File: config.mk
export PLATFORM = sky130hd
export DESIGN_NAME = dcp_charge_port_power
export DESIGN_NICKNAME = d
export VERILOG_FILES = /design/src/design/dcp_pkg.sv /design/src/design/dcp_charge_port_power.sv /design/src/design/dcp_port_ctrl.sv
export VERILOG_INCLUDE_DIRS = /design/src /design/src/design
export SDC_FILE = /design/constraint.sdc
export NUM_CORES = 1
export LEC_CHECK = 0
export BUFFER_PORTS_ARGS = -buffer_cell sky130_fd_sc_hd__buf_4
export CELL_PAD_IN_SITES_DETAIL_PLACEMENT = 1
export CELL_PAD_IN_SITES_GLOBAL_PLACEMENT = 2
export CORE_MARGIN = 5
export CORE_UTILIZATION = 35
export CTS_BUF_LIST = sky130_fd_sc_hd__clkbuf_4 sky130_fd_sc_hd__clkbuf_8
export CTS_CLUSTER_SIZE = 28
export DETAILED_ROUTE_END_ITERATION = 12
export PLACE_DENSITY_LB_ADDON = 0.1
export SLEW_MARGIN = 5
export SYNTH_ARGS = -nofsm -noshare
export SYNTH_HDL_FRONTEND = slang
export SYNTH_HIERARCHICAL = 1
export SYNTH_SLANG_ARGS = --single-unit
File: constraint.sdc
create_clock -name i_clock -period 4.1 [get_ports i_clock]
set_clock_uncertainty 0.05 [all_clocks]
set_input_delay 0.82 -clock i_clock [delete_from_list [all_inputs] [get_ports i_clock]]
set_output_delay 0.82 -clock i_clock [all_outputs]
set_load 0.05 [all_outputs]
File: src/design/dcp_defs.svh
/*
  constants for the downstream charge port power control block.
  assumes inclusion by bare name from design files.
*/
`ifndef DCP_DEFS_SVH
`define DCP_DEFS_SVH

// --------------------------------------------------
// geometry and register map
// --------------------------------------------------
`define DCP_NUM_PORTS        3
`define DCP_REG_ADDR_W       8
`define DCP_REG_DATA_W       8
`define DCP_CHARGE_EN_OFFSET 8'hd0
`define DCP_CHARGE_EN_RESET  8'h00
`define DCP_FIRST_PORT_BIT   1

`endif

File: src/design/dcp_pkg.sv
/*
  types shared by the charge port power control block.
  assumes dcp_defs.svh is reachable on the include path.
*/
`include "dcp_defs.svh"

package dcp_pkg;

  typedef logic [`DCP_NUM_PORTS-1:0] dcp_port_vec_t;

  // serial configuration register write/read request
  typedef struct packed {
    logic                         wr_en;
    logic [`DCP_REG_ADDR_W-1:0]   addr;
    logic [`DCP_REG_DATA_W-1:0]   wdata;
  } dcp_cfg_req_t;

  // per-port view into the hub core
  typedef struct packed {
    dcp_port_vec_t hub_power;     // hub logic port power request
    dcp_port_vec_t power_feature; // PORT_POWER feature state per port
  } dcp_hub_ctl_t;

  typedef enum logic [1:0] {
    DCP_ST_WAIT_CFG = 2'b00,
    DCP_ST_CHARGING = 2'b01,
    DCP_ST_TRIPPED  = 2'b11,
    DCP_ST_HUB_CTRL = 2'b10
  } dcp_port_state_t;

endpackage

File: src/design/dcp_charge_port_power.sv
/*
  downstream charge port power control: charge enable register plus
  per-port power source selection for a small hub.
  assumes a serial configuration engine presents byte writes and reads
  synchronous to i_clock and pulses i_cfg_done once loading ends.
*/
// Functional notes
// - each port independently configurable for charging
// - charging supply indication per port, own config
// - enabled port charging host, else standard port
// - mode never changes after configuration completes
// - answer charge query only yes, never no
// - charging logic drives power on enabled ports
// - power on after configuration until overcurrent/enumeration
// - overcurrent drops power; a tripped charging port re-enables only on reset or PORT_POWER handover to hub logic
// - after enumeration hub logic controls power
// - PORT_POWER one hub, zero charging logic; code keeps hub control after PORT_POWER returns to zero
// - overcurrent always drops port power
// - enable bit one maps port one upward
// - enabled ports assert their power register bit
`timescale 1ns/1ps
`include "dcp_defs.svh"

module dcp_charge_port_power (
  input  wire logic                        i_clock,
  input  wire logic                        i_sys_rst,
  input  wire dcp_pkg::dcp_cfg_req_t       i_cfg_req,
  output logic [`DCP_REG_DATA_W-1:0]       o_cfg_rdata,
  input  wire logic                        i_cfg_done,
  input  wire dcp_pkg::dcp_hub_ctl_t       i_hub_ctl,
  input  wire dcp_pkg::dcp_port_vec_t      i_overcurrent_sense_n,
  input  wire dcp_pkg::dcp_port_vec_t      i_charge_query,
  output dcp_pkg::dcp_port_vec_t           o_charge_ack,
  output dcp_pkg::dcp_port_vec_t           o_port_power_out,
  output dcp_pkg::dcp_port_vec_t           o_charge_supply_present,
  output dcp_pkg::dcp_port_vec_t           o_tripped,
  output logic                             o_cfg_locked
);

  logic [`DCP_REG_DATA_W-1:0] charge_enable_mask_q;
  logic                       cfg_locked_q;
  logic                       supply_valid_q;
  dcp_pkg::dcp_port_vec_t     supply_q;
  dcp_pkg::dcp_port_vec_t     ack_q;
  dcp_pkg::dcp_port_vec_t     charge_mode;

  // --------------------------------------------------
  // helpers
  // --------------------------------------------------
  // bit 0 and bits past the last port are dropped here
  function automatic dcp_pkg::dcp_port_vec_t port_bits(input logic [`DCP_REG_DATA_W-1:0] mask);
    port_bits = mask[`DCP_FIRST_PORT_BIT +: `DCP_NUM_PORTS];
  endfunction

  function automatic logic hit(input logic [`DCP_REG_ADDR_W-1:0] addr);
    hit = (addr == `DCP_CHARGE_EN_OFFSET);
  endfunction

  // --------------------------------------------------
  // charge enable register
  // --------------------------------------------------
  // writes only land while the serial load runs; later writes are
  // dropped so a port can never change type once running
  always_ff @(posedge i_clock or posedge i_sys_rst) begin
    if (i_sys_rst) begin
      charge_enable_mask_q <= `DCP_CHARGE_EN_RESET;
    end else if (i_cfg_req.wr_en && hit(i_cfg_req.addr) && !cfg_locked_q) begin
      charge_enable_mask_q <= i_cfg_req.wdata;
    end
  end

  always_ff @(posedge i_clock or posedge i_sys_rst) begin
    if (i_sys_rst) begin
      cfg_locked_q <= 1'b0;
    end else if (i_cfg_done) begin
      cfg_locked_q <= 1'b1;
    end
  end

  always_ff @(posedge i_clock or posedge i_sys_rst) begin
    if (i_sys_rst) begin
      o_cfg_rdata <= '0;
    end else if (hit(i_cfg_req.addr)) begin
      o_cfg_rdata <= charge_enable_mask_q;
    end else begin
      o_cfg_rdata <= '0;
    end
  end

  // --------------------------------------------------
  // per-port supply indication and query answer
  // --------------------------------------------------
  always_ff @(posedge i_clock or posedge i_sys_rst) begin
    if (i_sys_rst) begin
      supply_q <= '0;
    end else if (cfg_locked_q) begin
      supply_q <= port_bits(charge_enable_mask_q);
    end
  end

  // ports are released at the same edge that supply_q loads, so each port
  // takes its type from the stored mask and never from the reset value
  always_ff @(posedge i_clock or posedge i_sys_rst) begin
    if (i_sys_rst) begin
      supply_valid_q <= 1'b0;
    end else begin
      supply_valid_q <= cfg_locked_q;
    end
  end

  // a disabled port stays silent: no negative answer exists
  always_ff @(posedge i_clock or posedge i_sys_rst) begin
    if (i_sys_rst) begin
      ack_q <= '0;
    end else begin
      ack_q <= i_charge_query & supply_q;
    end
  end

  assign o_charge_ack            = ack_q;
  assign o_charge_supply_present = supply_q;
  assign o_cfg_locked            = cfg_locked_q;

  // --------------------------------------------------
  // port power controllers
  // --------------------------------------------------
  for (genvar p = 0; p < `DCP_NUM_PORTS; p++) begin : g_port
    dcp_port_ctrl dcp_port_ctrl_i (
      .i_clock               (i_clock),
      .i_sys_rst             (i_sys_rst),
      .i_cfg_done            (supply_valid_q),
      .i_charge_en           (supply_q[p]),
      .i_power_feature       (i_hub_ctl.power_feature[p]),
      .i_hub_power           (i_hub_ctl.hub_power[p]),
      .i_overcurrent_sense_n (i_overcurrent_sense_n[p]),
      .o_port_power_out      (o_port_power_out[p]),
      .o_charge_mode         (charge_mode[p]),
      .o_tripped             (o_tripped[p])
    );
  end

  for (genvar a = 0; a < `DCP_NUM_PORTS; a++) begin : g_chk

  end
endmodule

File: src/design/dcp_port_ctrl.sv
/*
  one downstream port: chooses between charging and hub power control.
  assumes overcurrent input is already synchronous to i_clock.
*/
`timescale 1ns/1ps
`include "dcp_defs.svh"

module dcp_port_ctrl (
  input  wire logic i_clock,
  input  wire logic i_sys_rst,
  input  wire logic i_cfg_done,
  input  wire logic i_charge_en,
  input  wire logic i_power_feature,
  input  wire logic i_hub_power,
  input  wire logic i_overcurrent_sense_n,
  output logic      o_port_power_out,
  output logic      o_charge_mode,
  output logic      o_tripped
);

  dcp_pkg::dcp_port_state_t state_q;
  logic                     power_q;

  // --------------------------------------------------
  // port control state
  // --------------------------------------------------
  always_ff @(posedge i_clock or posedge i_sys_rst) begin
    if (i_sys_rst) begin
      state_q <= dcp_pkg::DCP_ST_WAIT_CFG;
    end else begin
      case (state_q)
        dcp_pkg::DCP_ST_WAIT_CFG: begin
          // mode is frozen here; later enable writes never move a port
          if (i_cfg_done) begin
            if (!i_charge_en) begin
              state_q <= dcp_pkg::DCP_ST_HUB_CTRL;
            end else if (!i_overcurrent_sense_n) begin
              state_q <= dcp_pkg::DCP_ST_TRIPPED;
            end else if (i_power_feature) begin
              state_q <= dcp_pkg::DCP_ST_HUB_CTRL;
            end else begin
              state_q <= dcp_pkg::DCP_ST_CHARGING;
            end
          end
        end
        dcp_pkg::DCP_ST_CHARGING: begin
          if (!i_overcurrent_sense_n) begin
            state_q <= dcp_pkg::DCP_ST_TRIPPED;
          end else if (i_power_feature) begin
            state_q <= dcp_pkg::DCP_ST_HUB_CTRL;
          end
        end
        dcp_pkg::DCP_ST_TRIPPED: begin
          // a device reset, or PORT_POWER handing over to hub control, leaves this state
          if (i_power_feature) begin
            state_q <= dcp_pkg::DCP_ST_HUB_CTRL;
          end
        end
        dcp_pkg::DCP_ST_HUB_CTRL: begin
          state_q <= dcp_pkg::DCP_ST_HUB_CTRL;
        end
        default: begin
          state_q <= dcp_pkg::DCP_ST_WAIT_CFG;
        end
      endcase
    end
  end

  // --------------------------------------------------
  // power output
  // --------------------------------------------------
  always_ff @(posedge i_clock or posedge i_sys_rst) begin
    if (i_sys_rst) begin
      power_q <= 1'b0;
    end else if (!i_overcurrent_sense_n) begin
      power_q <= 1'b0;
    end else begin
      case (state_q)
        dcp_pkg::DCP_ST_CHARGING: power_q <= 1'b1;
        dcp_pkg::DCP_ST_HUB_CTRL: power_q <= i_hub_power;
        default:                  power_q <= 1'b0;
      endcase
    end
  end

  assign o_port_power_out = power_q;
  assign o_charge_mode    = (state_q == dcp_pkg::DCP_ST_CHARGING);
  assign o_tripped        = (state_q == dcp_pkg::DCP_ST_TRIPPED);

endmodule

# Yosys cells after proc, flatten, opt, wreduce, memory -nomap -nowiden
# Cells that the tools add are included.
# totals
out_inout_bits	21
in_bits	32
register_bits	33
mem_bits_rw	0
latch_bits	0
mem_count	0
romBits	0
# classes
bitwise	1
shifts	0
div_mod_pow	0
n_eq_ne	13
multipliers	0
addsub	0
n_reduce_logical	6
magnitude_cmp	0
muxes	28
# op_table
operator	count
2-bit two-way mux	18
2-bit one-hot mux with 4 select lines	3
2-bit == test, second input constant	6
8-bit == test, second input constant	1
8-bit two-way mux	1
2-bit by 1-bit == test with 1-bit output, second input constant	3
2-bit zero test	3
2-bit inequality test, second input constant	3
1-bit one-hot mux with 2 select lines	3
3-bit AND	1
1-bit two-way mux	3
1-bit logical AND	2
1-bit zero test	1

# Logic depth before layout (Yosys ltp)
# logic_depth
word_depth	5
depth_mapped	5
depth_no_buf	5

# Modules after synthesis
# The synthesis kept the hierarchy.
# by_module_without_submodules
mod	cells_per_inst	area_each_um2	instances	seq_area_each_um2
dcp_charge_port_power	52	850.8	1	600.6
dcp_port_ctrl	28	265.3	3	75.1

# Worst setup path after synthesis
# Ideal clock, no wire load.
# synth_path
path_type	input-to-reg
startpoint	input i_cfg_req[9] in the netlist's numbering
endpoint	register charge_enable_mask_q[0]
cell_stages	3
t_arrival_ns	2.154
path_slack_ns	1.771
n_path_buf	0
path_cell_list	or4_4 > nor4b_4 > mux2_2
# synth_between
elab_chain_cells	3
# synth_lines
item	line_no	source
start: declaration	dcp_charge_port_power.sv:27	input wire dcp_pkg::dcp_cfg_req_t i_cfg_req,
8-bit == test (no line)	n/a	
1-bit logical AND (2 in series)	dcp_charge_port_power.sv:67	end else if (i_cfg_req.wr_en && hit(i_cfg_req.addr) && !cfg_locked_q) begin
end signal: assignment	dcp_charge_port_power.sv:66	charge_enable_mask_q <= `DCP_CHARGE_EN_RESET;
end signal: assignment	dcp_charge_port_power.sv:68	charge_enable_mask_q <= i_cfg_req.wdata;
end: declaration	dcp_charge_port_power.sv:40	logic [`DCP_REG_DATA_W-1:0] charge_enable_mask_q;
# Every way passes these cells.
# A chain may end at the register's enable or synchronous reset.

# Worst setup path after layout
# layout_path
startpoint	input i_cfg_req[9] in the netlist's numbering
endpoint	register charge_enable_mask_q[6]
# The elaborated chain is that of the path after synthesis.

==> out/summary.log <==
[synth] synth top area cells sky130_fd_sc_hd__dfrtp_1 (50%), sky130_fd_sc_hd__ha_1 (14%), sky130_fd_sc_hd__mux2_2 (7.5%)
[clock_network] clock latency reported for the late side of the worst-skew pair 0.28 ns
[clock_network] Root Buffer Master sky130_fd_sc_hd__clkbuf_8
[timing] final number of max-transition violations 0
[critical_path] critical path's largest stage delay 0.54 ns
[synth] count of state elements after synthesis 33
[route] mean number of vias per cell 4.98
[die] area of the core 4630 sq um
[clock_network] Resize count post-CTS 0
[critical_path] path type of the worst setup path in -> reg
[critical_path] Worst Reg2Reg Path Length in Cells 2
[critical_path] buffers plus inverters on the worst setup path 1
[run] Max-cap violations 0
[synth] portion of the post-synthesis area used by sequential elements 0.502
[synth] mean instance size in the synthesized netlist 12.1 sq um
[clock_network] TritonCTS clock tree yes
[run_status] status finished clean
[finish] antenna cells 0
[power_and_ir_drop] design internal power 585 uW
[critical_path] CP endpoint kind register
[route] antenna viol nets, final 0
[finish] post-layout instance area 2210 sq um
[placed_design] total cell area at the placement stage 2100 sq um
[route] DR DRC count 0
[power_and_ir_drop] total power 830 uW
[critical_path] type of element launching the critical path input port
[die] DIE WIDTH 78.6 um
[critical_path] slack of the worst reg-to-reg path 2.46 ns
[timing] accumulated negative setup slack 0 ns
[finish] Area growth syn-to-layout 34.0%
[die] y dimension of the die 78.6 um
[synth] Yosys top cell by area sky130_fd_sc_hd__dfrtp_1
[clock_network] largest buffer count on any clock path 2
[route] wire length per cell after detailed routing 15.6 um
[route] Detailed Route Iter0 Violations 10
[synth] post-synth top area share 0.502
[clock_network] number of buffers inserted for hold repair after clock tree synthesis 0
[synth] Yosys warnings 6
[clock_network] Sink Count 33
[timing] Max-Slew Margin vs Limit 0.387
[clock_network] clock-pin slew on the worst setup and hold paths 0.06 ns
[power_and_ir_drop] relative contribution of the clock network to total power 0.316
[die] floorplan die area 6180 sq um
[power_and_ir_drop] Seq pwr share 0.442
[placed_design] HPWL Detailed 3210 um
[global_route] number of global-route vias before repair 1458
[clock_network] total number of H-tree levels 2
[die] row cnt 25
[timing] hold_ws 0.383 ns
[route] first drt pass iteration count 4
[hold_path] worst hold-check path type in -> async
[global_route] GR peak layer met2
[global_route] met3 Track Usage GR 0.0550
[power_and_ir_drop] worst vdd ir 0.000183 V
[finish] share of layout cells above drive strength 1 0.393
[synth] Synth Instances 136
[critical_path] Critical Path, Cell by Cell buf_4 -> or4_4 -> nor4b_4 -> mux2_2
[clock_network] number of post-CTS setup repair buffers 0
[power_and_ir_drop] Sw Ratio 0.296
[power_and_ir_drop] combinational fraction of design power 0.242
[timing] hold violation total from the final report 0
[critical_path] slowest library cell on the worst path sky130_fd_sc_hd__or4_4
[die] # IOs 53
[power_and_ir_drop] switching power summed over all nets 245 uW
[critical_path] endpoint required time on the critical path 4.21 ns
[placed_design] IO buf count 52
[critical_path] CP max FO 8
[route] via count of the routed design 1246
[global_route] global-route wire length before repair 6520 um
[die] Initial Util 0.356
[critical_path] Worst R2R End charge_enable_mask_q[6]
[global_route] number of antenna violations at the first check in global routing 0
[timing] unrepaired setup endpoints after global routing no
[clock_network] total clock buffers created by CTS 5
[global_route] Global Route Usage Sum 0.135
[timing] minimum clock period after layout 2.25 ns
[timing] final worst path period share 0.549
[global_route] total global routing overflow 0
[route] total routed wirelength 3890 um
[placed_design] gp weighted congestion 0.847
[power_and_ir_drop] Pwr Density 376 nW/um^2
[timing] slew at the pin with the worst max-slew slack 0.919 ns
[synth] count of cell types in the netlist 22
[timing] Max Freq 0.444 GHz
[critical_path] arrival time of data at the critical path endpoint 2.36 ns
[global_route] pin count of the biggest net entering global routing 25
[finish] count of nets after finishing 245
[critical_path] cell class contributing the biggest share of worst-path delay simple AND/OR/NAND/NOR gates
[global_route] met1 track utilization from global routing 0.141
[synth] Post-Syn Area 1650 sq um
[synth] post-synthesis net count 186
[global_route] met2 Usage GRT 0.250
[timing] final setup violation count 0
[power_and_ir_drop] static leakage power 1.16 nW
[critical_path] r2r startpoint o_cfg_locked
layout by cell type, fill, tap and decap left out:
| master | instances |
|---|---|
| sky130_fd_sc_hd__nand2_1 | 6 |
| sky130_fd_sc_hd__dfrtp_1 | 33 |
| sky130_fd_sc_hd__inv_1 | 13 |
| sky130_fd_sc_hd__clkbuf_8 | 7 |
| sky130_fd_sc_hd__nor2_1 | 7 |
| sky130_fd_sc_hd__clkinv_2 | 1 |
| sky130_fd_sc_hd__a211o_1 | 3 |
| sky130_fd_sc_hd__o32ai_1 | 3 |
| sky130_fd_sc_hd__a221oi_1 | 3 |
| sky130_fd_sc_hd__a211oi_1 | 3 |
| sky130_fd_sc_hd__nand4b_1 | 1 |
| sky130_fd_sc_hd__nor4b_4 | 1 |
| sky130_fd_sc_hd__a21oi_1 | 3 |
| sky130_fd_sc_hd__buf_4 | 52 |
| sky130_fd_sc_hd__or4_4 | 1 |
| sky130_fd_sc_hd__a211oi_2 | 3 |
| sky130_fd_sc_hd__ha_1 | 18 |
| sky130_fd_sc_hd__mux2_2 | 11 |
| sky130_fd_sc_hd__and2b_1 | 3 |
| sky130_fd_sc_hd__nor3_1 | 3 |
| sky130_fd_sc_hd__or3b_1 | 3 |
| sky130_fd_sc_hd__or3_1 | 3 |
| sky130_fd_sc_hd__nand2b_1 | 3 |
| sky130_fd_sc_hd__and2_1 | 11 |
| sky130_fd_sc_hd__or2_2 | 1 |
worst max path at each step:
stage	from	end	slack [ns]	depth (start not counted)
after CTS	i_cfg_req[9]	charge_enable_mask_q[6]	1.82	4
final	i_cfg_req[9]	charge_enable_mask_q[6]	1.85	4
after global routing	i_cfg_req[9]	charge_enable_mask_q[6]	1.77	4
after detailed placement	i_cfg_req[9]	charge_enable_mask_q[6]	1.51	4
after global placement	i_cfg_req[9]	charge_enable_mask_q[3]	1.55	4
after floorplan	i_cfg_req[9]	charge_enable_mask_q[0]	1.77	3
through the flow:
step | std cells | utilization | worst slack [ns]
2_1_floorplan | 136 | - | 1.77
3_3_place_gp | 242 | 0.455 | 1.55
3_5_place_dp | 242 | 0.455 | 1.51
4_1_cts | 250 | 0.476 | 1.82
5_1_grt | 250 | 0.476 | 1.77
6_report | 250 | 0.476 | 1.85
layout make-up:
cell class	instances	area, sq um
Clock buffer	7	96.3
Clock inverter	1	5.00
Fill cell	513	2420
Inverter	13	48.8
Multi-Input combinational cell	90	772
Sequential cell	33	826
Tap cell	54	67.6
Timing Repair Buffer	52	390
cells by family after synthesis:
group                    Yosys count  synth area share
buffers and inverters             13            0.0296
AO/OA/AOI/OAI                     18            0.0935
flip-flops                        33             0.502
multiplexers                      11            0.0752
adder cells (fa/ha/maj)           18             0.137
AND/OR/NAND/NOR                   43             0.163
power by group through the flow:
stage | Sequential [mW] | Combinational [mW] | Clock [mW]
floorplan | 0.392 | 0.106 | 0
global placement | 0.372 | 0.192 | 0
detailed placement | 0.373 | 0.203 | 0
CTS | 0.367 | 0.206 | 0.276
global route | 0.370 | 0.224 | 0.288
finish | 0.367 | 0.201 | 0.262
synth_stat cells:
library cell and instances:
sky130_fd_sc_hd__dfrtp_1 33, sky130_fd_sc_hd__ha_1 18, sky130_fd_sc_hd__inv_1 13, sky130_fd_sc_hd__and2_1 11, sky130_fd_sc_hd__mux2_2 11, sky130_fd_sc_hd__nor2_1 7, sky130_fd_sc_hd__nand2_1 6, sky130_fd_sc_hd__a211o_1 3
sky130_fd_sc_hd__a211oi_1 3, sky130_fd_sc_hd__a211oi_2 3, sky130_fd_sc_hd__a21oi_1 3, sky130_fd_sc_hd__a221oi_1 3, sky130_fd_sc_hd__and2b_1 3, sky130_fd_sc_hd__nand2b_1 3, sky130_fd_sc_hd__nor3_1 3, sky130_fd_sc_hd__o32ai_1 3
sky130_fd_sc_hd__or3_1 3, sky130_fd_sc_hd__or3b_1 3, sky130_fd_sc_hd__nand4b_1 1, sky130_fd_sc_hd__nor4b_4 1, sky130_fd_sc_hd__or2_2 1, sky130_fd_sc_hd__or4_4 1
metal layers:
layer,part of all wire,wire (um)
met2,0.53,2050
met3,0.076,294
met4,0.0087,34
met1,0.39,1510
met5,0,0
state kept, by name, summed over array words and instances, names as in the netlist:
| signal | cells |
|---|---|
| charge_enable_mask_q | 8 |
| g_port.dcp_port_ctrl_i/state_q | 6 |
| g_port.dcp_port_ctrl_i/o_port_power_out | 3 |
| o_charge_ack | 3 |
| o_charge_supply_present | 3 |
| o_cfg_locked | 1 |
| o_cfg_rdata | 8 |
| supply_valid_q | 1 |
Power figures use the tool's default switching activity.
